<file path="config.mk">
export PLATFORM = sky130hd
export DESIGN_NAME = pwmcs_top
export DESIGN_NICKNAME = d
export VERILOG_FILES = /design/src/pkg/pwmcs_pkg.sv /design/src/logic/pwmcs_top.sv /design/src/logic/pwmcs_timer.sv
export SDC_FILE = /design/constraint.sdc
export NUM_CORES = 1
export LEC_CHECK = 0
export BUFFER_PORTS_ARGS = -buffer_cell sky130_fd_sc_hd__clkbuf_2
export CORE_MARGIN = 2
export CORE_UTILIZATION = 54
export CTS_CLUSTER_SIZE = 25
export DETAILED_ROUTE_END_ITERATION = 12
export PLACE_DENSITY = 0.79
export SETUP_SLACK_MARGIN = 0.05
export SLEW_MARGIN = 0
export SYNTH_ARGS = -nofsm -noshare
export SYNTH_HDL_FRONTEND = slang
export SYNTH_HIERARCHICAL = 1
export SYNTH_SLANG_ARGS = --single-unit
export TNS_END_PERCENT = 30
</file>
<file path="constraint.sdc">
create_clock -name aclk -period 3.4 [get_ports aclk]
set_input_delay 0.51 -clock aclk [delete_from_list [all_inputs] [get_ports aclk]]
set_output_delay 0.51 -clock aclk [all_outputs]
set_load 0.1 [all_outputs]
</file>
<file path="src/pkg/pwmcs_pkg.sv">
package pwmcs_pkg;

   ////////////////////////////////////////////////////////////////////////////////
   // register map (byte addresses on the axi4-lite port)
   localparam int         ADDR_W       = 5;
   localparam logic [4:0] OFS_CONTROL  = 5'h00;
   localparam logic [4:0] OFS_DUTY_HI  = 5'h04;
   localparam logic [4:0] OFS_DUTY_LO  = 5'h08;
   localparam logic [4:0] OFS_TCTL     = 5'h0c;
   localparam logic [4:0] OFS_PERIOD   = 5'h10;
   localparam logic [4:0] OFS_COUNT    = 5'h14;
   localparam logic [4:0] OFS_FLAGS    = 5'h18;
   localparam logic [4:0] OFS_PIN      = 5'h1c;

   ////////////////////////////////////////////////////////////////////////////////
   // field positions
   localparam int EN_BIT    = 7;
   localparam int OUT_BIT   = 5;
   localparam int POL_BIT   = 4;
   localparam int DCL_LSB   = 6;
   localparam int RUN_BIT   = 7;
   localparam int FLAG_BIT  = 0;
   localparam int DIR_BIT   = 7;

   ////////////////////////////////////////////////////////////////////////////////
   // reset values
   localparam logic [7:0] CONTROL_RST  = 8'h00;
   localparam logic       RUN_RST      = 1'b0;
   localparam logic [1:0] PRESC_RST    = 2'h0;
   localparam logic [7:0] PERIOD_RST   = 8'hff;
   localparam logic       PIN_DIR_RST  = 1'b1;
   localparam logic [5:0] PIN_SEL_RST  = 6'h00;

   ////////////////////////////////////////////////////////////////////////////////
   // timing and bus answers
   localparam logic [8:0] PHASES       = 9'h004;  // system clocks per timer step at 1:1
   localparam logic [1:0] RESP_OKAY    = 2'h0;
   localparam logic [1:0] RESP_SLVERR  = 2'h2;

   // prescale code 0..3 selects 1, 4, 16, 64: a left shift of twice the code
   function automatic logic [2:0] presc_shift(input logic [1:0] code);
      return {code, 1'b0};
   endfunction

endpackage

</file>
<file path="src/logic/pwmcs_top.sv">
`timescale 1ns/1ns
// Notes on behaviour
// - reset restores registers except duty, pin goes input
// - control bit 7 enables the module
// - control bit 5 reads output level
// - control bit 4 selects output polarity
// - control bits 6, 3-0 read zero
// - duty high holds duty bits 9-2
// - duty high kept across this reset
// - only ordered bring-up gives full first period
// - 20 MHz, 1:1, 0xff gives 19.53 kHz
// - 8 MHz, 1:1, 0x3f gives 31.25 kHz
// - period wrap clears timer, sets output if duty nonzero, latches duty
// - disabled output stays at idle polarity level
// - time base is timer plus two phase bits
module pwmcs_top #(
   parameter int ROUTE_CODE = 1
) (
   input  wire logic        aclk,
   input  wire logic        aresetn,
   input  wire logic [4:0]  awaddr,
   input  wire logic        awvalid,
   output logic             awready,
   input  wire logic [31:0] wdata,
   input  wire logic [3:0]  wstrb,
   input  wire logic        wvalid,
   output logic             wready,
   output logic      [1:0]  bresp,
   output logic             bvalid,
   input  wire logic        bready,
   input  wire logic [4:0]  araddr,
   input  wire logic        arvalid,
   output logic             arready,
   output logic      [31:0] rdata,
   output logic      [1:0]  rresp,
   output logic             rvalid,
   input  wire logic        rready,
   output logic             pwm_pin_o,
   output logic             pwm_pin_oe
);

   if (ROUTE_CODE < 0 || ROUTE_CODE > 63) begin : g_bad_route
      $error("ROUTE_CODE must fit the 6-bit pin select field");
   end

   typedef struct packed {
      logic       aw_held;
      logic [4:0] aw_addr;
      logic       w_held;
      logic [7:0] w_data;
      logic       w_strb0;
      logic       bvalid;
      logic [1:0] bresp;
      logic       rvalid;
      logic [1:0] rresp;
      logic [7:0] rdata;
      logic       enable;
      logic       polarity;
      logic [7:0] duty_high;
      logic [1:0] duty_low;
      logic       run;
      logic [1:0] prescale;
      logic [7:0] period;
      logic       match_flag;
      logic       pin_dir;
      logic [5:0] pin_sel;
      logic [9:0] duty_latched;
      logic       active;
      logic       level;
   } pwmcs_state_t;

   pwmcs_state_t s;
   pwmcs_state_t next_s;
   logic         do_write;
   logic [7:0]   rd;
   logic [9:0]   tb;
   logic [7:0]   tmr_count;
   logic [1:0]   tmr_phase;
   logic         tmr_start;

   // aligned word inside the register window
   function automatic logic is_mapped(input logic [4:0] addr);
      return (addr[1:0] == 2'h0) && (addr <= pwmcs_pkg::OFS_PIN);
   endfunction

   ////////////////////////////////////////////////////////////////////////////////
   // shared period timer
   pwmcs_timer u_timer (
      .aclk         (aclk),
      .aresetn      (aresetn),
      .run          (s.run),
      .prescale     (s.prescale),
      .period       (s.period),
      .count        (tmr_count),
      .phase        (tmr_phase),
      .period_start (tmr_start)
   );

   ////////////////////////////////////////////////////////////////////////////////
   // next-state logic: bus slave, registers, pulse generator, reset
   always_comb begin
      next_s   = s;
      rd       = 8'h00;
      do_write = s.aw_held && s.w_held && !s.bvalid;
      tb       = {tmr_count, tmr_phase};

      // response channels drop once taken
      if (s.bvalid && bready) begin
         next_s.bvalid = 1'b0;
      end
      if (s.rvalid && rready) begin
         next_s.rvalid = 1'b0;
      end

      // write address and data are taken independently
      if (awvalid && !s.aw_held) begin
         next_s.aw_held = 1'b1;
         next_s.aw_addr = awaddr;
      end
      if (wvalid && !s.w_held) begin
         next_s.w_held  = 1'b1;
         next_s.w_data  = wdata[7:0];
         next_s.w_strb0 = wstrb[0];
      end

      // register write once both halves are held
      if (do_write) begin
         next_s.aw_held = 1'b0;
         next_s.w_held  = 1'b0;
         next_s.bvalid  = 1'b1;
         next_s.bresp   = is_mapped(s.aw_addr) ? pwmcs_pkg::RESP_OKAY
                                               : pwmcs_pkg::RESP_SLVERR;
         if (s.w_strb0) begin
            case (s.aw_addr)
               pwmcs_pkg::OFS_CONTROL: begin
                  next_s.enable   = s.w_data[pwmcs_pkg::EN_BIT];
                  next_s.polarity = s.w_data[pwmcs_pkg::POL_BIT];
               end
               pwmcs_pkg::OFS_DUTY_HI: begin
                  next_s.duty_high = s.w_data;
               end
               pwmcs_pkg::OFS_DUTY_LO: begin
                  next_s.duty_low = s.w_data[pwmcs_pkg::DCL_LSB +: 2];
               end
               pwmcs_pkg::OFS_TCTL: begin
                  next_s.run      = s.w_data[pwmcs_pkg::RUN_BIT];
                  next_s.prescale = s.w_data[1:0];
               end
               pwmcs_pkg::OFS_PERIOD: begin
                  next_s.period = s.w_data;
               end
               pwmcs_pkg::OFS_FLAGS: begin
                  next_s.match_flag = s.match_flag & ~s.w_data[pwmcs_pkg::FLAG_BIT];
               end
               pwmcs_pkg::OFS_PIN: begin
                  next_s.pin_dir = s.w_data[pwmcs_pkg::DIR_BIT];
                  next_s.pin_sel = s.w_data[5:0];
               end
               default: begin
                  next_s.enable = next_s.enable;  // unmapped or count: no effect
               end
            endcase
         end
      end

      // read mux
      case (araddr)
         pwmcs_pkg::OFS_CONTROL: begin
            rd[pwmcs_pkg::EN_BIT]  = s.enable;
            rd[pwmcs_pkg::OUT_BIT] = s.level;
            rd[pwmcs_pkg::POL_BIT] = s.polarity;
         end
         pwmcs_pkg::OFS_DUTY_HI: rd = s.duty_high;
         pwmcs_pkg::OFS_DUTY_LO: rd[pwmcs_pkg::DCL_LSB +: 2] = s.duty_low;
         pwmcs_pkg::OFS_TCTL: begin
            rd[pwmcs_pkg::RUN_BIT] = s.run;
            rd[1:0]                = s.prescale;
         end
         pwmcs_pkg::OFS_PERIOD: rd = s.period;
         pwmcs_pkg::OFS_COUNT:  rd = tmr_count;
         pwmcs_pkg::OFS_FLAGS:  rd[pwmcs_pkg::FLAG_BIT] = s.match_flag;
         pwmcs_pkg::OFS_PIN: begin
            rd[pwmcs_pkg::DIR_BIT] = s.pin_dir;
            rd[5:0]                = s.pin_sel;
         end
         default: rd = 8'h00;
      endcase
      if (arvalid && !s.rvalid) begin
         next_s.rvalid = 1'b1;
         next_s.rdata  = rd;
         next_s.rresp  = is_mapped(araddr) ? pwmcs_pkg::RESP_OKAY
                                           : pwmcs_pkg::RESP_SLVERR;
      end

      // timer match sets the flag; a set beats a same-cycle clear
      next_s.match_flag = next_s.match_flag | tmr_start;

      // period start latches the buffered duty and raises the pulse unless the duty is zero
      if (tmr_start) begin
         next_s.duty_latched = {s.duty_high, s.duty_low};
         next_s.active       = ({s.duty_high, s.duty_low} != 10'h000);
      end else if (s.active && tb == s.duty_latched) begin
         next_s.active = 1'b0;
      end

      // enable gates the pulse at any point, so an early enable cuts a period
      next_s.level = next_s.polarity ^ (next_s.enable & next_s.active);

      // synchronous reset; duty bits keep their value
      if (!aresetn) begin
         next_s              = '0;
         next_s.enable       = pwmcs_pkg::CONTROL_RST[pwmcs_pkg::EN_BIT];
         next_s.polarity     = pwmcs_pkg::CONTROL_RST[pwmcs_pkg::POL_BIT];
         next_s.level        = pwmcs_pkg::CONTROL_RST[pwmcs_pkg::POL_BIT];
         next_s.run          = pwmcs_pkg::RUN_RST;
         next_s.prescale     = pwmcs_pkg::PRESC_RST;
         next_s.period       = pwmcs_pkg::PERIOD_RST;
         next_s.pin_dir      = pwmcs_pkg::PIN_DIR_RST;  // pin to input
         next_s.pin_sel      = pwmcs_pkg::PIN_SEL_RST;
         next_s.duty_high    = s.duty_high;
         next_s.duty_low     = s.duty_low;
      end
   end

   always_ff @(posedge aclk) begin
      s <= next_s;
   end

   ////////////////////////////////////////////////////////////////////////////////
   // outputs
   assign awready    = !s.aw_held;
   assign wready     = !s.w_held;
   assign bvalid     = s.bvalid;
   assign bresp      = s.bresp;
   assign arready    = !s.rvalid;
   assign rvalid     = s.rvalid;
   assign rresp      = s.rresp;
   assign rdata      = {24'h000000, s.rdata};
   assign pwm_pin_o  = s.level;
   // pin driven only when direction is output and the select routes this module
   assign pwm_pin_oe = !s.pin_dir && (s.pin_sel == 6'(ROUTE_CODE));

   ////////////////////////////////////////////////////////////////////////////////
   // checks
   chk_reset_state: assert property (@(posedge aclk)
      !aresetn |=> (!s.enable && !s.polarity && s.pin_dir && !pwm_pin_oe && !s.run))
      else $error("registers not at reset values after reset");

   chk_enable_write: assert property (@(posedge aclk) disable iff (!aresetn)
      (do_write && s.w_strb0 && s.aw_addr == pwmcs_pkg::OFS_CONTROL)
      |=> (s.enable == $past(s.w_data[7]) && s.polarity == $past(s.w_data[4])))
      else $error("control write did not update enable or polarity");

   chk_ctrl_readback: assert property (@(posedge aclk) disable iff (!aresetn)
      (arvalid && arready && araddr == pwmcs_pkg::OFS_CONTROL)
      |=> (rvalid && rdata[5] == $past(pwm_pin_o) && rdata[7] == $past(s.enable)))
      else $error("control read does not show output level");

   chk_ctrl_unused: assert property (@(posedge aclk) disable iff (!aresetn)
      (arvalid && arready && araddr == pwmcs_pkg::OFS_CONTROL)
      |=> (rdata[6] == 1'b0 && rdata[3:0] == 4'h0))
      else $error("unimplemented control bits read nonzero");

   chk_duty_high: assert property (@(posedge aclk) disable iff (!aresetn)
      (do_write && s.w_strb0 && s.aw_addr == pwmcs_pkg::OFS_DUTY_HI)
      |=> (s.duty_high == $past(s.w_data)) ##1 (s.duty_high == $past(s.duty_high)
          || $past(do_write)))
      else $error("duty high register did not store written value");

   chk_duty_latch: assert property (@(posedge aclk) disable iff (!aresetn)
      tmr_start |=> (s.duty_latched == $past({s.duty_high, s.duty_low})
                     && s.active == ($past({s.duty_high, s.duty_low}) != 10'h000)
                     && s.match_flag))
      else $error("period start did not latch duty, raise pulse or set flag");

   chk_idle_level: assert property (@(posedge aclk) disable iff (!aresetn)
      (!s.enable || !s.active) |-> (pwm_pin_o == s.polarity))
      else $error("output not at idle level");

   chk_pulse_end: assert property (@(posedge aclk) disable iff (!aresetn)
      (s.active && !tmr_start && tb == s.duty_latched) |=> (!s.active ##1
       (!s.enable || pwm_pin_o == s.polarity || s.active)))
      else $error("pulse did not end when time base reached duty");

   // a disabling write must park the pin at the written polarity at once
   chk_disable_idle: assert property (@(posedge aclk) disable iff (!aresetn)
      (do_write && s.w_strb0 && s.aw_addr == pwmcs_pkg::OFS_CONTROL
       && !s.w_data[pwmcs_pkg::EN_BIT])
      |=> (pwm_pin_o == $past(s.w_data[pwmcs_pkg::POL_BIT])))
      else $error("output left its idle level after disable");

   chk_flag_clear: assert property (@(posedge aclk) disable iff (!aresetn)
      (do_write && s.w_strb0 && s.aw_addr == pwmcs_pkg::OFS_FLAGS
       && s.w_data[pwmcs_pkg::FLAG_BIT] && !tmr_start)
      |=> !s.match_flag)
      else $error("match flag not cleared by software");

   chk_pin_input: assert property (@(posedge aclk) disable iff (!aresetn)
      s.pin_dir |-> !pwm_pin_oe)
      else $error("pin driven while direction is input");

endmodule

</file>
<file path="src/logic/pwmcs_timer.sv">
`timescale 1ns/1ns
module pwmcs_timer (
   input  wire logic       aclk,
   input  wire logic       aresetn,
   input  wire logic       run,
   input  wire logic [1:0] prescale,
   input  wire logic [7:0] period,
   output logic      [7:0] count,
   output logic      [1:0] phase,
   output logic            period_start
);

   typedef struct packed {
      logic [7:0] presc;
      logic [7:0] count;
      logic       start;
   } pwmcs_tmr_t;

   pwmcs_tmr_t s;
   pwmcs_tmr_t next_s;
   logic [2:0] shift;
   logic [7:0] limit;

   ////////////////////////////////////////////////////////////////////////////////
   // prescaler and 8-bit period timer; period = (period+1) * 4 * prescale clocks
   always_comb begin
      shift        = pwmcs_pkg::presc_shift(prescale);
      limit        = 8'((pwmcs_pkg::PHASES << shift) - 9'h001);
      next_s       = s;
      next_s.start = 1'b0;
      if (!aresetn) begin
         next_s = '0;
      end else if (run) begin
         if (s.presc >= limit) begin
            next_s.presc = 8'h00;
            // the step after count equals period wraps and opens a period
            if (s.count == period) begin
               next_s.count = 8'h00;
               next_s.start = 1'b1;
            end else begin
               next_s.count = s.count + 8'h01;
            end
         end else begin
            next_s.presc = s.presc + 8'h01;
         end
      end
   end

   always_ff @(posedge aclk) begin
      s <= next_s;
   end

   // low two time-base bits: clock phase at 1:1, prescaler bits otherwise
   assign count        = s.count;
   assign phase        = 2'(s.presc >> shift);
   assign period_start = s.start;

   ////////////////////////////////////////////////////////////////////////////////
   // checks
   chk_timer_wrap: assert property (@(posedge aclk) disable iff (!aresetn)
      (run && s.presc >= limit && s.count == period)
      |=> (s.count == 8'h00 && s.start))
      else $error("timer did not wrap after reaching period");

   chk_fast_phase: assert property (@(posedge aclk) disable iff (!aresetn)
      (run && prescale == 2'h0 && s.presc < 8'h03 && !s.start)
      |=> (phase == $past(phase) + 2'h1 || prescale != 2'h0))
      else $error("time base low bits do not follow clock phase at 1:1");

endmodule

</file>
# Word level (Yosys, flattened, before mapping)

Index checks and enable logic that the tools add are counted.

Register bits after elaboration: 90
Output and inout port bits: 43
Logic and storage cells: 114

Equality and inequality tests: 16
Multiplexer cells: 27
Reductions and logical operators: 31
Bitwise gates (word level): 6
$lt $le $gt $ge: 3
Shift operators: 2
Add/subtract/negate cells: 3

Operators by type and width:

| cell                                                   | number |
|---|---|
| 2-to-1 mux 31 bit                                      | 2 |
| equality test 5 bit (second input constant)            | 7 |
| 2-to-1 mux 8 bit                                       | 4 |
| equality test 5 x 4 -> 1 bit (second input constant)   | 4 |
| adder 8 x 1 -> 8 bit (second input constant)           | 2 |
| AND reduction 3 bit                                    | 4 |
| logical AND 1 bit                                      | 11 |
| 2-to-1 mux 11 bit                                      | 1 |
| equality test 10 bit                                   | 1 |
| equality test 5 x 3 -> 1 bit (second input constant)   | 2 |
| less-or-equal comparator 5 bit (second input constant) | 2 |
| logical NOT 5 bit                                      | 2 |
| case mux 2 bit (5 select lines)                        | 1 |
| nonzero test 10 bit                                    | 1 |
| equality test 8 bit                                    | 1 |
| greater-or-equal comparator 8 bit                      | 1 |
| 2-to-1 mux 1 bit                                       | 8 |
| case mux 2 bit (4 select lines)                        | 1 |
| AND reduction 4 bit                                    | 2 |
| left shift 3 x 3 -> 8 bit (first input constant)       | 1 |
| right shift 8 x 3 -> 2 bit                             | 1 |
| subtractor 8 x 1 -> 8 bit (second input constant)      | 1 |
| 2-to-1 mux 7 bit                                       | 1 |
| case mux 1 bit (7 select lines)                        | 1 |
| other kinds (15)                                       | 26 |

# Logic depth before layout (Yosys ltp)

Gate-level depths: netlist of the first run.

Depth after elaboration: 7
Gate-level depth with buffers: 10
Depth with buffers taken out: 9

# By module

The synthesis of the first run kept the hierarchy.

Modules (own cells, without submodules):

| module      | cells each | instances | area each (um2) |
|---|---|---|---|
| pwmcs_top   | 351        | 1         | 3435.8 |
| pwmcs_timer | 129        | 1         | 1122.3 |

# Worst setup path before layout of the first run

Ideal clock, no wire load.

Path kind: register -> register
Start: reg s, in the netlist rvalid
End: reg s, in the netlist rdata[0]
Cell stages (with the launch flop): 6
Clock period less this slack: 2551 ps
Arrival: 2432 ps
Path slack: 849 ps
Buffers on the path: 0
Cells stage by stage: dfxtp_1 inv_1 nand2_1 nor2_1 a22oi_1 nor2b_1

Word-level cells in the longest chain between the ends: 2

Ends and longest elaborated chain:

| element                | line             | RTL |
|---|---|---|
| start, declared        | pwmcs_top.sv:72  | `pwmcs_state_t s;` |
| start signal, assigned | pwmcs_top.sv:226 | `s <= next_s;` |
| logical NOT 1 bit      | n/a              |  |
| net arready            | pwmcs_top.sv:33  | `output logic arready,` |
| logical AND 1 bit      | pwmcs_top.sv:188 | `if (arvalid && !s.rvalid) begin` |

The timed path passes the listed nets, and every way through them passes these cells.
A chain may end at the register's enable or synchronous reset.

# Worst setup path after layout of the first run

Start: reg s[28] (netlist name)
End: reg u_timer.s, in the netlist u_timer/count[0]

Word-level cells in the longest chain between the ends: 4

Ends and longest elaborated chain:

| element                              | line              | RTL |
|---|---|---|
| left shift 3 x 3 -> 8 bit            | pwmcs_timer.sv:28 | `limit = 8'((pwmcs_pkg::PHASES << shift) - 9'h001);` |
| subtractor 8 x 1 -> 8 bit            | pwmcs_timer.sv:28 |  |
| greater-or-equal comparator 8 bit    | pwmcs_timer.sv:34 | `if (s.presc >= limit) begin` |
| AND reduction 2 bit (no source line) | n/a               |  |
| end signal, assigned                 | pwmcs_timer.sv:50 | `s <= next_s;` |
| end, declared                        | pwmcs_timer.sv:19 | `pwmcs_tmr_t s;` |

Every way passes these cells.

==> results of run 1 <==
## path summary, 6_finish.rpt
path              slack, ns                            end  cells past startpoint                  start
hold / removal         0.37             s[57]$_SDFFE_PN0P_                      3               wstrb[0]
setup / recovery       1.03  u_timer/count[0]$_SDFFE_PN0P_                      9     s[28]$_SDFFE_PN0P_
setup reg to reg       1.03  u_timer/count[0]$_SDFFE_PN0P_                      9     s[28]$_SDFFE_PN0P_
hold reg to reg        0.48          rdata[2]$_SDFFE_PN0P_                      2  rdata[2]$_SDFFE_PN0P_
## registers in the layout, summed over array words and instances, names as in the netlist
register / cells
rdata: 8
bresp: 1
s: 58
pwm_pin_o: 1
bvalid: 1
rresp: 1
rvalid: 1
u_timer/s: 8
u_timer/count: 8
u_timer/period_start: 1
## layout by cell type (no fill, tap or decap), types with 10 or more instances in the layout
cell                       instances
sky130_fd_sc_hd__clkbuf_8         10
sky130_fd_sc_hd__nor2_1           25
sky130_fd_sc_hd__nor2b_1          34
sky130_fd_sc_hd__mux2i_1          37
sky130_fd_sc_hd__clkbuf_2         42
sky130_fd_sc_hd__dfxtp_1          78
sky130_fd_sc_hd__xor2_1           22
sky130_fd_sc_hd__a21oi_1          14
sky130_fd_sc_hd__conb_1           26
sky130_fd_sc_hd__edfxtp_1         10
sky130_fd_sc_hd__o21ai_0          14
sky130_fd_sc_hd__a21boi_0         11
sky130_fd_sc_hd__nand2_1          54
## per-stage QoR
step,util [%],power [µW],instance area (µm²),worst slack (ns),hold slack (ns)
2_1_floorplan,-,1405,4652,0.8489,0.4438
3_3_place_gp,55.89,1414,4592,1.108,0.4542
3_5_place_dp,55.89,1420,4592,1.053,0.4838
4_1_cts,58.29,2124,4790,1.032,0.3634
5_1_grt,58.29,2179,4790,0.8437,0.3689
6_report,58.29,2111,4790,1.027,0.3712
## power by group through the flow
| stage | clock (µW) | sequential [µW] | combinational (µW) |
|---|---|---|---|
| 6_report | 715 | 1090 | 310 |
| 3_5_place_dp | 0 | 1110 | 309 |
| 4_1_cts | 728 | 1090 | 310 |
| 5_1_grt | 764 | 1090 | 326 |
| 3_3_place_gp | 0 | 1110 | 305 |
| 2_1_floorplan | 0 | 1110 | 291 |
## routing by layer
metal | share of wire [%] | global-route usage [%] | wire length (µm)
met5 | 0 | 0 | 0
met4 | 2.7 | 9.048 | 253
met3 | 6.0 | 4.777 | 554
met2 | 46 | 32.11 | 4228
met1 | 46 | 27.65 | 4227
## final cells by class
type                    instances  share of cell area (%)
flip-flops and latches         88                   38.87
repair buffers                 44                   4.702
well taps                     105                   2.743
clock inverters                 5                  0.7315
inverters                       8                  0.6270
clock buffers                  11                   3.396
multi-input cells             346                   48.93
## cell families (layout without fill, tap and decap cells)
| kind of cell | Yosys count | in the layout |
|---|---|---|
| DFF | 88 | 88 |
| muxes | 44 | 44 |
| buffers and inverters | 71 | 68 |
| adders and majority gates | 9 | 9 |
| and+or+nand+nor | 176 | 176 |
| other | 1 | 26 |
| AOI/OAI and AO/OA | 66 | 66 |
| xor gates and xnor gates | 25 | 25 |
## worst max-delay path, cell delays in order (launching register included)
cell                      delay (ns)
sky130_fd_sc_hd__dfxtp_1        0.40
sky130_fd_sc_hd__or2_2          0.32
sky130_fd_sc_hd__ha_1           0.28
sky130_fd_sc_hd__ha_1           0.28
sky130_fd_sc_hd__nand4_1        0.08
sky130_fd_sc_hd__a21oi_1        0.19
sky130_fd_sc_hd__o21ai_1        0.08
sky130_fd_sc_hd__buf_4          0.20
sky130_fd_sc_hd__or3b_1         0.35
sky130_fd_sc_hd__a21oi_1        0.13
==> impl_metrics.prom, run 1 <==
# TYPE chip_impl_metric gauge
chip_impl_info{name="outcome",value="finished clean"} 1
chip_impl_metric{name="detailed_place_hpwl",unit="µm"} 6665
chip_impl_metric{name="sw_frac_of_total",unit="%"} 31.21
chip_impl_metric{name="synth-warning-count",unit=""} 6
chip_impl_metric{name="drtIter0Drc",unit=""} 286
chip_impl_info{name="synth_ff_type",value="sky130_fd_sc_hd__dfxtp_1"} 1
chip_impl_metric{name="count_of_tritonroute_iterations_in_the_first_routing_pass",unit=""} 4
chip_impl_metric{name="number_of_different_library_cells_in_the_post_synthesis_netlist",unit=""} 60
chip_impl_metric{name="setup-violations-final",unit=""} 0
chip_impl_info{name="crit_path_end_kind",value="register"} 1
chip_impl_metric{name="ioPinCount",unit=""} 96
chip_impl_metric{name="routed_wl",unit="µm"} 9264
chip_impl_metric{name="postCtsSetupRepairBufs",unit=""} 0
chip_impl_metric{name="ctsResizeCount",unit=""} 0
chip_impl_metric{name="gp_routability_congestion",unit=""} 0.8797
chip_impl_metric{name="seq_area",unit="µm²"} 1862
chip_impl_metric{name="die_area",unit="µm²"} 9192
chip_impl_info{name="synth.cells.most_frequent",value="78 x sky130_fd_sc_hd__dfxtp_1, 54 x sky130_fd_sc_hd__nand2_1, 44 x sky130_fd_sc_hd__buf_4"} 1
chip_impl_metric{name="max_cap_violations",unit=""} 0
chip_impl_metric{name="synth-xor-area-share",unit="%"} 4.804
chip_impl_metric{name="synth_cells",unit=""} 480
chip_impl_metric{name="grt.overflow.total",unit=""} 0
chip_impl_metric{name="grt_antenna_before_repair",unit=""} 0
chip_impl_info{name="dominant_combinational_cell_family_by_area_after_synthesis",value="simple AND/OR/NAND/NOR gates"} 1
chip_impl_metric{name="max_slew.worst_pin.slew",unit="ns"} 0.7894
chip_impl_metric{name="synth_edf_count",unit=""} 10
chip_impl_metric{name="tritoncts.num_buffers",unit=""} 9
chip_impl_info{name="worst_hold_path_type",value="primary input to register"} 1
chip_impl_metric{name="min_period",unit="ns"} 2.373
chip_impl_metric{name="finClkSkew",unit="ns"} 0.009626
chip_impl_metric{name="syn2layout_area_growth",unit="%"} 5.078
chip_impl_metric{name="cp.required",unit="ns"} 3.69
chip_impl_info{name="rsz0062_at_grt",value="no"} 1
chip_impl_metric{name="async_reset_ff_share",unit="%"} 0
chip_impl_metric{name="p_switching",unit="µW"} 659.0
chip_impl_metric{name="yosys-mux-area-fraction",unit="%"} 10.84
chip_impl_metric{name="stdcell_count",unit=""} 607
chip_impl_metric{name="synth-adder-area-share",unit="%"} 2.470
chip_impl_metric{name="post_synthesis_simple_gate_area_fraction",unit="%"} 21.66
chip_impl_metric{name="slew_violations",unit=""} 0
chip_impl_metric{name="timing.setup.tns",unit="ns"} 0
chip_impl_metric{name="drt_drc_violations_left",unit=""} 0
chip_impl_metric{name="number_of_global_route_vias_before_repair",unit=""} 3009
chip_impl_metric{name="placeableCoreArea",unit="µm²"} 8217
chip_impl_metric{name="antenna_cells",unit=""} 0
chip_impl_metric{name="lkg_pwr",unit="µW"} 0.002014
chip_impl_info{name="synth_top_cells_by_area",value="sky130_fd_sc_hd__dfxtp_1 34%, sky130_fd_sc_hd__mux2i_1 8.1%, sky130_fd_sc_hd__buf_4 7.2%"} 1
chip_impl_metric{name="irDropWorstVdd",unit="V"} 0.0002029
chip_impl_metric{name="yosysSeqAreaShare",unit="%"} 40.85
chip_impl_info{name="yosys.cell_count.top_type",value="sky130_fd_sc_hd__dfxtp_1"} 1
chip_impl_metric{name="power.density",unit="nW/µm²"} 440.8
chip_impl_metric{name="die_w",unit="µm"} 95.88
chip_impl_info{name="crit_path_start_kind",value="register"} 1
chip_impl_metric{name="grt_start_max_net_pins",unit=""} 42
chip_impl_metric{name="clock_insertion_delay_at_the_later_pin_of_the_skew_report",unit="ns"} 0.36
chip_impl_metric{name="io_buffers",unit=""} 42
chip_impl_metric{name="cts_buffer_depth",unit=""} 2
chip_impl_metric{name="slew-limit-headroom",unit="%"} 47.30
chip_impl_metric{name="cp_data_arrival_time",unit="ns"} 2.66
chip_impl_metric{name="share_clk_of_total_power",unit="%"} 33.9
chip_impl_metric{name="multiInputGateArea",unit="µm²"} 2344
chip_impl_metric{name="holdBufCountCts",unit=""} 0
chip_impl_metric{name="yosys.area.top_type_share",unit="%"} 34.26
chip_impl_metric{name="rows",unit=""} 33
chip_impl_metric{name="p_int",unit="µW"} 1452
chip_impl_metric{name="cts.reportedPaths.clkPinSlew",unit="ns"} 0.09
chip_impl_metric{name="postRouteAntennaNets",unit=""} 0
chip_impl_metric{name="timing_hold_violations_final",unit=""} 0
chip_impl_metric{name="placed_cells",unit=""} 591
chip_impl_metric{name="route.vias.total",unit=""} 3323
chip_impl_metric{name="sequentialPowerShare",unit="%"} 51.5
chip_impl_metric{name="netlist_area",unit="µm²"} 4558
chip_impl_metric{name="initial_core_util",unit="%"} 55.47
chip_impl_metric{name="grtUsageTotal",unit="%"} 20.71
chip_impl_metric{name="routedWlPerCell",unit="µm"} 15.26
chip_impl_metric{name="drt-vias-per-instance",unit=""} 5.474
chip_impl_metric{name="post_route_cells_drive_above_1_share",unit="%"} 16.14
chip_impl_metric{name="fin_crit_sh",unit="%"} 69.79
chip_impl_info{name="timing.setup.critical_path_class",value="register to register"} 1
chip_impl_metric{name="share_comb_of_total_power",unit="%"} 14.7
chip_impl_metric{name="synth_compound_area_share",unit="%"} 9.498
chip_impl_metric{name="synth.ff_latch_count",unit=""} 88
chip_impl_info{name="tritoncts",value="yes"} 1
chip_impl_metric{name="fillCellCount",unit=""} 701
chip_impl_metric{name="clock_sink_count",unit=""} 88
chip_impl_metric{name="synthesis.area_per_instance",unit="µm²"} 9.496
chip_impl_info{name="most_area_hungry_cell_type_in_the_yosys_netlist",value="sky130_fd_sc_hd__dfxtp_1"} 1
chip_impl_metric{name="htreeDepth",unit=""} 3
chip_impl_metric{name="die_h",unit="µm"} 95.88
chip_impl_metric{name="num-nets-final",unit=""} 559
chip_impl_metric{name="timing.fmax",unit="MHz"} 421.4
chip_impl_info{name="cts.root.buffer_cell",value="sky130_fd_sc_hd__clkbuf_8"} 1
chip_impl_metric{name="crit_fanout",unit=""} 13
chip_impl_metric{name="grt_first_pass_wirelength",unit="µm"} 14500
(Power assumes the default switching activity.)
==> run 2, diff against run 1 <==
--- a/config.mk
+++ b/config.mk
@@ -7,10 +7,10 @@
 export LEC_CHECK = 0
 export BUFFER_PORTS_ARGS = -buffer_cell sky130_fd_sc_hd__clkbuf_2
 export CORE_MARGIN = 2
-export CORE_UTILIZATION = 54
+export CORE_UTILIZATION = 50
 export CTS_CLUSTER_SIZE = 25
 export DETAILED_ROUTE_END_ITERATION = 12
-export PLACE_DENSITY = 0.79
+export PLACE_DENSITY = 0.77
 export SETUP_SLACK_MARGIN = 0.05
 export SLEW_MARGIN = 0
 export SYNTH_ARGS = -nofsm -noshare
==> constraint.sdc (replaced) <==
create_clock -name aclk -period 1.95 [get_ports aclk]
set_input_delay 0.2925 -clock aclk [delete_from_list [all_inputs] [get_ports aclk]]
set_output_delay 0.2925 -clock aclk [all_outputs]
set_load 0.1 [all_outputs]
==> run 2 against run 1 <==
The run now ends with negative setup slack left. Sequential power is 73% higher. Power is 74% higher. Clock skew about the same. Combinational power up 76%. Fmax is 9.4% higher. First-iteration DRC count is 36% lower. Register-to-register slack worse by 1.2 ns. Global-route usage is 0.31 points higher. Cell count increased by 4.1%. Worst hold slack lost 0.22 ns. Critical path depth decreased by 1.
==> impl_metrics.prom, run 2 (synthesis results as in run 1) <==
# TYPE chip_impl_metric gauge
chip_impl_metric{name="power.density",unit="nW/µm²"} 713.2
chip_impl_metric{name="htreeDepth",unit=""} 3
chip_impl_metric{name="routedWlPerCell",unit="µm"} 15.86
chip_impl_info{name="rsz0062_at_grt",value="yes"} 1
chip_impl_metric{name="max_slew.worst_pin.slew",unit="ns"} 0.5489
chip_impl_metric{name="drt-vias-per-instance",unit=""} 5.416
chip_impl_metric{name="clock_sink_count",unit=""} 88
chip_impl_metric{name="sw_frac_of_total",unit="%"} 33.23
chip_impl_metric{name="detailed_place_hpwl",unit="µm"} 7175
chip_impl_metric{name="rows",unit=""} 34
chip_impl_metric{name="die_area",unit="µm²"} 9896
chip_impl_metric{name="num-nets-final",unit=""} 581
chip_impl_metric{name="global_route.usage.met2",unit="%"} 35.81
chip_impl_metric{name="p_int",unit="µW"} 2455
chip_impl_info{name="timing.setup.critical_path_class",value="register to register"} 1
chip_impl_metric{name="p_switching",unit="µW"} 1222
chip_impl_metric{name="number_of_global_route_vias_before_repair",unit=""} 3325
chip_impl_metric{name="cts_buffer_depth",unit=""} 2
chip_impl_info{name="most_used_cells_in_the_layout_excluding_fill_and_tap_cells",value="74 x sky130_fd_sc_hd__dfxtp_1, 54 x sky130_fd_sc_hd__nand2_1, 41 x sky130_fd_sc_hd__clkbuf_2"} 1
chip_impl_metric{name="slowest_delay",unit="ns"} 0.53
chip_impl_metric{name="min_period",unit="ns"} 2.169
chip_impl_metric{name="sequentialPowerShare",unit="%"} 51.5
chip_impl_metric{name="cp_data_arrival_time",unit="ns"} 2.44
chip_impl_metric{name="timing.setup.tns",unit="ns"} -0.4694
chip_impl_metric{name="grt_first_pass_wirelength",unit="µm"} 16410
chip_impl_metric{name="grt_antenna_before_repair",unit=""} 0
chip_impl_metric{name="gp_routability_congestion",unit=""} 0.9230
chip_impl_metric{name="grt_start_max_net_pins",unit=""} 58
chip_impl_info{name="violations",value="negative setup slack"} 1
chip_impl_metric{name="initial_core_util",unit="%"} 52.01
chip_impl_info{name="critical_path.slowest_cell",value="sky130_fd_sc_hd__mux4_2"} 1
chip_impl_metric{name="gr-usage-met3",unit="%"} 3.233
chip_impl_metric{name="cp.required",unit="ns"} 2.22
chip_impl_metric{name="holdBufCountCts",unit=""} 0
chip_impl_metric{name="post_route_cells_drive_above_1_share",unit="%"} 25.38
chip_impl_metric{name="max_cap_violations",unit=""} 0
chip_impl_metric{name="antenna_cells",unit=""} 0
chip_impl_metric{name="io_buffers",unit=""} 42
chip_impl_info{name="cp_cell_sequence",value="buf_12, mux4_2, xor2_2, nor4_1, and3_1, buf_4, o31ai_1, and3_1"} 1
chip_impl_info{name="crit_path_end_kind",value="register"} 1
chip_impl_metric{name="number_of_flip_flops_in_the_largest_register",unit=""} 58
chip_impl_info{name="worst_hold_path_type",value="primary input to register"} 1
chip_impl_info{name="critPathMostFrequentCell",value="sky130_fd_sc_hd__and3_1"} 1
chip_impl_metric{name="fillCellCount",unit=""} 739
chip_impl_info{name="crit_path_start_kind",value="register"} 1
chip_impl_info{name="tritoncts",value="yes"} 1
chip_impl_metric{name="share_clk_of_total_power",unit="%"} 33.7
chip_impl_metric{name="clock_insertion_delay_at_the_later_pin_of_the_skew_report",unit="ns"} 0.36
chip_impl_metric{name="syn2layout_area_growth",unit="%"} 13.12
chip_impl_metric{name="slew-limit-headroom",unit="%"} 63.56
chip_impl_metric{name="timing.fmax",unit="MHz"} 461.1
chip_impl_metric{name="setup-violations-final",unit=""} 5
chip_impl_metric{name="placed_cell_area",unit="µm²"} 4773
chip_impl_metric{name="lkg_pwr",unit="µW"} 0.002151
chip_impl_metric{name="grt.overflow.total",unit=""} 0
chip_impl_metric{name="finClkSkew",unit="ns"} 0.009965
chip_impl_metric{name="gr-usage-met1",unit="%"} 26.54
chip_impl_metric{name="postLayoutCellArea",unit="µm²"} 5156
chip_impl_metric{name="count_of_tritonroute_iterations_in_the_first_routing_pass",unit=""} 4
chip_impl_metric{name="crit_fanout",unit=""} 3
chip_impl_metric{name="worst_setup_slack_after_placement",unit="ns"} -0.2934
chip_impl_metric{name="routed_wl",unit="µm"} 10020
chip_impl_metric{name="worst_slack",unit="ns"} -0.2187
chip_impl_metric{name="fin_crit_sh",unit="%"} 111.2
chip_impl_info{name="outcome",value="finished with violations"} 1
chip_impl_metric{name="grtUsageTotal",unit="%"} 21.02
chip_impl_metric{name="tritoncts.num_buffers",unit=""} 9
chip_impl_metric{name="share_comb_of_total_power",unit="%"} 14.8
chip_impl_metric{name="irDropWorstVdd",unit="V"} 0.0003011
chip_impl_metric{name="die_w",unit="µm"} 99.48
chip_impl_info{name="layout.cells.most_common",value="sky130_fd_sc_hd__dfxtp_1"} 1
chip_impl_info{name="cts.root.buffer_cell",value="sky130_fd_sc_hd__clkbuf_8"} 1
chip_impl_metric{name="die_h",unit="µm"} 99.48
chip_impl_metric{name="drt_drc_violations_left",unit=""} 0
chip_impl_metric{name="placeableCoreArea",unit="µm²"} 8763
chip_impl_metric{name="slew_violations",unit=""} 0
chip_impl_metric{name="cts.reportedPaths.clkPinSlew",unit="ns"} 0.10
chip_impl_metric{name="postRouteAntennaNets",unit=""} 0
chip_impl_info{name="regMostFlops",value="s"} 1
chip_impl_metric{name="route.vias.total",unit=""} 3423
chip_impl_info{name="gr-max-usage-layer",value="met2"} 1
chip_impl_metric{name="drtIter0Drc",unit=""} 183
chip_impl_metric{name="timing_hold_violations_final",unit=""} 0
chip_impl_metric{name="ioPinCount",unit=""} 96
chip_impl_metric{name="holdPathStages",unit=""} 3
chip_impl_metric{name="rr_worst_depth",unit=""} 8
## run 2: cell count changes in the layout (fill, tap and decap cells not counted), sizes merged
cell,delta
buf,+23
clkbuf,-3
clkinvlp,+1
inv,+1
## run 2: final timing paths
| check | start | to | slack [ns] |
|---|---|---|---|
| max | s[28]$_SDFFE_PN0P_ | pwm_pin_o$_SDFF_PN0_ | -0.22 |
| min | wdata[3] | s[61]$_SDFFE_PN0P_ | 0.15 |
| max reg2reg | s[28]$_SDFFE_PN0P_ | pwm_pin_o$_SDFF_PN0_ | -0.22 |
| min reg2reg | rdata[2]$_SDFFE_PN0P_ | rdata[2]$_SDFFE_PN0P_ | 0.47 |
## run 2: repair_timing
item,in CTS,in global routing
setup buffers,3,1
pin swaps,27,8
endpoints found under the setup margin,20,20
resized for setup,24,12
## run 2: power by group through the flow
stage               clock network (µW)  logic (µW)  registers [µW]
floorplan                            0         508            1940
global placement                     0         536            1930
detailed placement                   0         542            1940
CTS                               1270         544            1890
global route                      1340         575            1900
finish                            1240         546            1890
## run 2: area by class of cell
| cell class | count | area, µm² | share of cell area, % |
|---|---|---|---|
| inverter | 8 | 33.78 | 0.6552 |
| multi-input combinational | 346 | 2504 | 48.56 |
| timing repair buffer | 66 | 416.7 | 8.081 |
| tap | 108 | 135.1 | 2.621 |
| sequential | 88 | 1872 | 36.30 |
| clock buffer | 9 | 123.9 | 2.402 |
| clock inverter | 7 | 71.32 | 1.383 |
## run 2: worst max-delay path: cells and delay by family (launching register included)
kind,cells,cell delay (ns)
xor gates and xnor gates,1,0.19
and+or+nand+nor,3,0.66
DFF,1,0.37
AOI/OAI and AO/OA,1,0.06
buffers and inverters,2,0.25
muxes,1,0.53
## run 2: per-layer routing
layer / wire, µm / up-vias / part of all wire (%)
met3: 419 / 16 / 4.2
li1: - / 1679 / -
met5: 0 / - / 0
met2: 4875 / 91 / 49
met4: 233 / 0 / 2.3
met1: 4493 / 1637 / 45
## run 2: per-stage QoR
stage | util [%] | hold slack (ns) | power [µW] | instances
detailed placement | 54.47 | 0.4567 | 2477 | 614
global placement | 54.47 | 0.4519 | 2469 | 614
global route | 58.84 | 0.1441 | 3820 | 632
floorplan | - | 0.4083 | 2450 | 505
CTS | 58.17 | 0.1354 | 3710 | 631
finish | 58.84 | 0.1513 | 3677 | 632
==> run 3, diff against run 2 <==
--- a/config.mk
+++ b/config.mk
@@ -7,14 +7,14 @@
 export LEC_CHECK = 0
 export BUFFER_PORTS_ARGS = -buffer_cell sky130_fd_sc_hd__clkbuf_2
 export CORE_MARGIN = 2
-export CORE_UTILIZATION = 50
+export CORE_UTILIZATION = 49
 export CTS_CLUSTER_SIZE = 25
 export DETAILED_ROUTE_END_ITERATION = 12
-export PLACE_DENSITY = 0.77
+export PLACE_DENSITY = 0.76
 export SETUP_SLACK_MARGIN = 0.05
+export SKIP_LAST_GASP = 1
 export SLEW_MARGIN = 0
 export SYNTH_ARGS = -nofsm -noshare
 export SYNTH_HDL_FRONTEND = slang
-export SYNTH_HIERARCHICAL = 1
 export SYNTH_SLANG_ARGS = --single-unit
 export TNS_END_PERCENT = 30
==> run 3 against run 2 <==
The run still ends with negative setup slack left. Worst setup slack improved by 0.10 ns. Fmax increased by 5.0%. Area after synthesis decreased by 2.2%. Highest routed layer unchanged. Combinational power increased by 9.2%. Power increased by 0.72%.
==> impl_metrics.prom, run 3 <==
# TYPE chip_impl_metric gauge
chip_impl_metric{name="grt.overflow.total",unit=""} 0
chip_impl_metric{name="rows",unit=""} 34
chip_impl_metric{name="antenna_cells",unit=""} 0
chip_impl_metric{name="lkg_pwr",unit="µW"} 0.002050
chip_impl_metric{name="die_w",unit="µm"} 99.39
chip_impl_metric{name="timing.fmax",unit="MHz"} 484.1
chip_impl_info{name="critical_path.reg2reg.endpoint",value="pwm_pin_o$_SDFF_PN0_"} 1
chip_impl_metric{name="routed_wl",unit="µm"} 9997
chip_impl_metric{name="syn2layout_area_growth",unit="%"} 15.52
chip_impl_metric{name="yosys-mux-area-fraction",unit="%"} 13.22
chip_impl_metric{name="rr_worst_depth",unit=""} 5
chip_impl_metric{name="num-nets-final",unit=""} 608
chip_impl_metric{name="number_of_different_library_cells_in_the_post_synthesis_netlist",unit=""} 52
chip_impl_metric{name="synthesis.area_per_instance",unit="µm²"} 9.098
chip_impl_info{name="synth_top_cells_by_area",value="sky130_fd_sc_hd__dfxtp_1 35%, sky130_fd_sc_hd__mux2i_1 10%, sky130_fd_sc_hd__edfxtp_1 6.7%"} 1
chip_impl_metric{name="slew-limit-headroom",unit="%"} 61.64
chip_impl_info{name="violations",value="negative setup slack"} 1
chip_impl_info{name="worst_case_hold_path_end_point",value="s[64]$_SDFFE_PN0P_"} 1
chip_impl_metric{name="power.density",unit="nW/µm²"} 719.1
chip_impl_metric{name="placeableCoreArea",unit="µm²"} 8763
chip_impl_info{name="layout.cells.most_common",value="sky130_fd_sc_hd__dfxtp_1"} 1
chip_impl_info{name="cp_top_family",value="simple AND/OR/NAND/NOR gates"} 1
chip_impl_metric{name="route.vias.total",unit=""} 3593
chip_impl_info{name="crit_path_start_kind",value="register"} 1
chip_impl_metric{name="die_h",unit="µm"} 99.39
chip_impl_metric{name="async_reset_ff_share",unit="%"} 0
chip_impl_info{name="synth_ff_type",value="sky130_fd_sc_hd__dfxtp_1"} 1
chip_impl_metric{name="synth_cells",unit=""} 490
chip_impl_metric{name="io_buffers",unit=""} 42
chip_impl_metric{name="timing_hold_violations_final",unit=""} 0
chip_impl_info{name="worst_hold_path_type",value="primary input to register"} 1
chip_impl_metric{name="clock_insertion_delay_at_the_later_pin_of_the_skew_report",unit="ns"} 0.36
chip_impl_metric{name="detailed_place_hpwl",unit="µm"} 7296
chip_impl_info{name="cp_cell_sequence",value="or3_4, or4_4, mux2i_2, a311o_2, mux2_4"} 1
chip_impl_metric{name="routedWlPerCell",unit="µm"} 15.17
chip_impl_metric{name="timing.setup.tns",unit="ns"} -1.267
chip_impl_info{name="yosys.cell_count.top_type",value="sky130_fd_sc_hd__dfxtp_1"} 1
chip_impl_metric{name="synth.ff_latch_count",unit=""} 88
chip_impl_metric{name="htreeDepth",unit=""} 3
chip_impl_metric{name="drt_drc_violations_left",unit=""} 0
chip_impl_info{name="tritoncts",value="yes"} 1
chip_impl_metric{name="cts_buffer_depth",unit=""} 2
chip_impl_metric{name="gp_routability_congestion",unit=""} 0.9505
chip_impl_metric{name="count_of_tritonroute_iterations_in_the_first_routing_pass",unit=""} 4
chip_impl_metric{name="postRouteAntennaNets",unit=""} 0
chip_impl_info{name="rsz0062_at_grt",value="yes"} 1
chip_impl_info{name="dominant_combinational_cell_family_by_area_after_synthesis",value="simple AND/OR/NAND/NOR gates"} 1
chip_impl_metric{name="setup-violations-final",unit=""} 15
chip_impl_metric{name="cts.reportedPaths.clkPinSlew",unit="ns"} 0.08
chip_impl_metric{name="fin_crit_sh",unit="%"} 105.9
chip_impl_metric{name="slowest_delay",unit="ns"} 0.44
chip_impl_metric{name="slew_violations",unit=""} 0
chip_impl_info{name="most_area_hungry_cell_type_in_the_yosys_netlist",value="sky130_fd_sc_hd__dfxtp_1"} 1
chip_impl_metric{name="stdcell_count",unit=""} 659
chip_impl_metric{name="crit_fanout",unit=""} 2
chip_impl_metric{name="post_synthesis_simple_gate_area_fraction",unit="%"} 19.17
chip_impl_metric{name="yosysSeqAreaShare",unit="%"} 41.76
chip_impl_info{name="most_used_cells_in_the_layout_excluding_fill_and_tap_cells",value="75 x sky130_fd_sc_hd__dfxtp_1, 58 x sky130_fd_sc_hd__nor2_1, 55 x sky130_fd_sc_hd__nand2_1"} 1
chip_impl_metric{name="number_of_flip_flops_in_the_largest_register",unit=""} 58
chip_impl_metric{name="number_of_global_route_vias_before_repair",unit=""} 3510
chip_impl_metric{name="placed_cells",unit=""} 639
chip_impl_metric{name="grt_antenna_before_repair",unit=""} 0
chip_impl_metric{name="post_route_cells_drive_above_1_share",unit="%"} 24.14
chip_impl_metric{name="cp.required",unit="ns"} 2.20
chip_impl_info{name="crit_path_end_kind",value="register"} 1
chip_impl_metric{name="drt-vias-per-instance",unit=""} 5.452
chip_impl_metric{name="synth-adder-area-share",unit="%"} 2.526
chip_impl_metric{name="cp_data_arrival_time",unit="ns"} 2.31
chip_impl_metric{name="synth-warning-count",unit=""} 0
chip_impl_metric{name="drtIter0Drc",unit=""} 174
chip_impl_metric{name="post_route_utilization",unit="%"} 58.77
chip_impl_metric{name="grt_first_pass_wirelength",unit="µm"} 16480
chip_impl_metric{name="synth-xor-area-share",unit="%"} 5.108
chip_impl_metric{name="ioPinCount",unit=""} 96
chip_impl_metric{name="crit_buf_inv",unit=""} 0
chip_impl_info{name="cts.root.buffer_cell",value="sky130_fd_sc_hd__clkbuf_8"} 1
chip_impl_metric{name="fillCellCount",unit=""} 741
chip_impl_metric{name="initial_core_util",unit="%"} 50.87
chip_impl_info{name="timing.setup.critical_path_class",value="register to register"} 1
chip_impl_metric{name="finClkSkew",unit="ns"} 0.01369
chip_impl_metric{name="yosys.area.top_type_share",unit="%"} 35.03
chip_impl_info{name="regMostFlops",value="s"} 1
chip_impl_metric{name="max_slew.worst_pin.slew",unit="ns"} 0.5742
chip_impl_metric{name="synth_compound_area_share",unit="%"} 9.009
chip_impl_metric{name="irDropWorstVdd",unit="V"} 0.0003867
chip_impl_metric{name="worst_slack",unit="ns"} -0.1158
chip_impl_metric{name="netlist_area",unit="µm²"} 4458
chip_impl_metric{name="grt_start_max_net_pins",unit=""} 29
chip_impl_metric{name="overall_power_of_the_completed_layout",unit="µW"} 3704
chip_impl_metric{name="clock_sink_count",unit=""} 88
chip_impl_metric{name="grtUsageTotal",unit="%"} 20.94
chip_impl_info{name="synth.cells.most_frequent",value="78 x sky130_fd_sc_hd__dfxtp_1, 59 x sky130_fd_sc_hd__nor2_1, 56 x sky130_fd_sc_hd__nand2_1"} 1
chip_impl_metric{name="tritoncts.num_buffers",unit=""} 9
chip_impl_metric{name="max_cap_violations",unit=""} 0
chip_impl_info{name="r2r-start",value="s[70]$_SDFFE_PN0P_"} 1
chip_impl_metric{name="setup.reg_to_reg.worst_slack",unit="ns"} -0.12
chip_impl_info{name="hold_start",value="wdata[6]"} 1
chip_impl_info{name="critical_path.slowest_cell",value="sky130_fd_sc_hd__or4_4"} 1
chip_impl_metric{name="min_period",unit="ns"} 2.066
chip_impl_metric{name="die_area",unit="µm²"} 9877
chip_impl_info{name="outcome",value="finished with violations"} 1
chip_impl_metric{name="holdPathStages",unit=""} 3
chip_impl_metric{name="synth_edf_count",unit=""} 10
run 3: worst register-to-register path, cell delays in order (launching register included):
cell                      delay (ns)
sky130_fd_sc_hd__dfxtp_1        0.32
sky130_fd_sc_hd__or3_4          0.38
sky130_fd_sc_hd__or4_4          0.44
sky130_fd_sc_hd__mux2i_2        0.18
sky130_fd_sc_hd__a311o_2        0.34
sky130_fd_sc_hd__mux2_4         0.30
run 3: worst max path at each step:
stage,start,to,slack [ns],depth (start not counted)
final,s[70]$_SDFFE_PN0P_,pwm_pin_o$_SDFF_PN0_,-0.12,5
after global routing,s[29]$_SDFFE_PN0P_,u_timer.count[4]$_SDFFE_PN0P_,-0.19,11
after CTS,s[70]$_SDFFE_PN0P_,pwm_pin_o$_SDFF_PN0_,-0.17,5
after floorplan,s[68]$_SDFFE_PN0P_,pwm_pin_o$_SDFF_PN0_,-0.15,5
after global placement,s[68]$_SDFFE_PN0P_,pwm_pin_o$_SDFF_PN0_,-0.17,5
after detailed placement,s[29]$_SDFFE_PN0P_,u_timer.count[7]$_SDFFE_PN0P_,-0.28,9
run 3: stage by stage:
stage	setup WS [ns]	instance area, µm²	hold WS, ns
after detailed placement	-0.2841	4848	0.4589
final	-0.1158	5150	0.1531
after CTS	-0.1671	5137	0.1415
after global routing	-0.1897	5150	0.1621
after floorplan	-0.1468	4628	0.4083
after global placement	-0.1653	4848	0.4442
run 3: cell type report:
class / instances / area (µm²) / share of cell area [%]
Sequential cell: 88 / 1868 / 36.27
Inverter: 9 / 33.78 / 0.6560
Multi-Input combinational cell: 356 / 2390 / 46.40
Tap cell: 108 / 135.1 / 2.624
Clock inverter: 4 / 46.29 / 0.8989
Clock buffer: 12 / 135.1 / 2.624
Timing Repair Buffer: 82 / 541.8 / 10.52
run 3: cell families after synthesis:
group | after synthesis
and+or+nand+nor | 176
other | 1
DFF | 88
xor gates and xnor gates | 26
buffers and inverters | 71
AOI/OAI and AO/OA | 65
muxes | 54
adders and majority gates | 9
run 3: repair_timing:
item | 4_1_cts | 5_1_grt
pin swaps | 10 | 7
gates resized for setup | 14 | 1
setup buffers | 3 | 1
endpoints found under the setup margin | 18 | 18
cloned | 0 | 0
hold buffers | 0 | 0
run 3: layer usage:
metal / wire length, µm / share of wire, % / vias to the layer above / track usage (%)
met4: 182 / 1.8 / 0 / 7.692
li1: - / - / 1740 / -
met2: 4918 / 49 / 132 / 35.81
met5: 0 / 0 / - / 0
met3: 608 / 6.1 / 15 / 4.216
met1: 4287 / 43 / 1706 / 26.21
run 3: report_power, final:
| part | total (µW) | switching, µW | internal [µW] |
|---|---|---|---|
| combinational | 596 | 467 | 129 |
| clock | 1200 | 612 | 588 |
| sequential | 1910 | 44.2 | 1860 |
| total | 3700 | 1120 | 2580 |
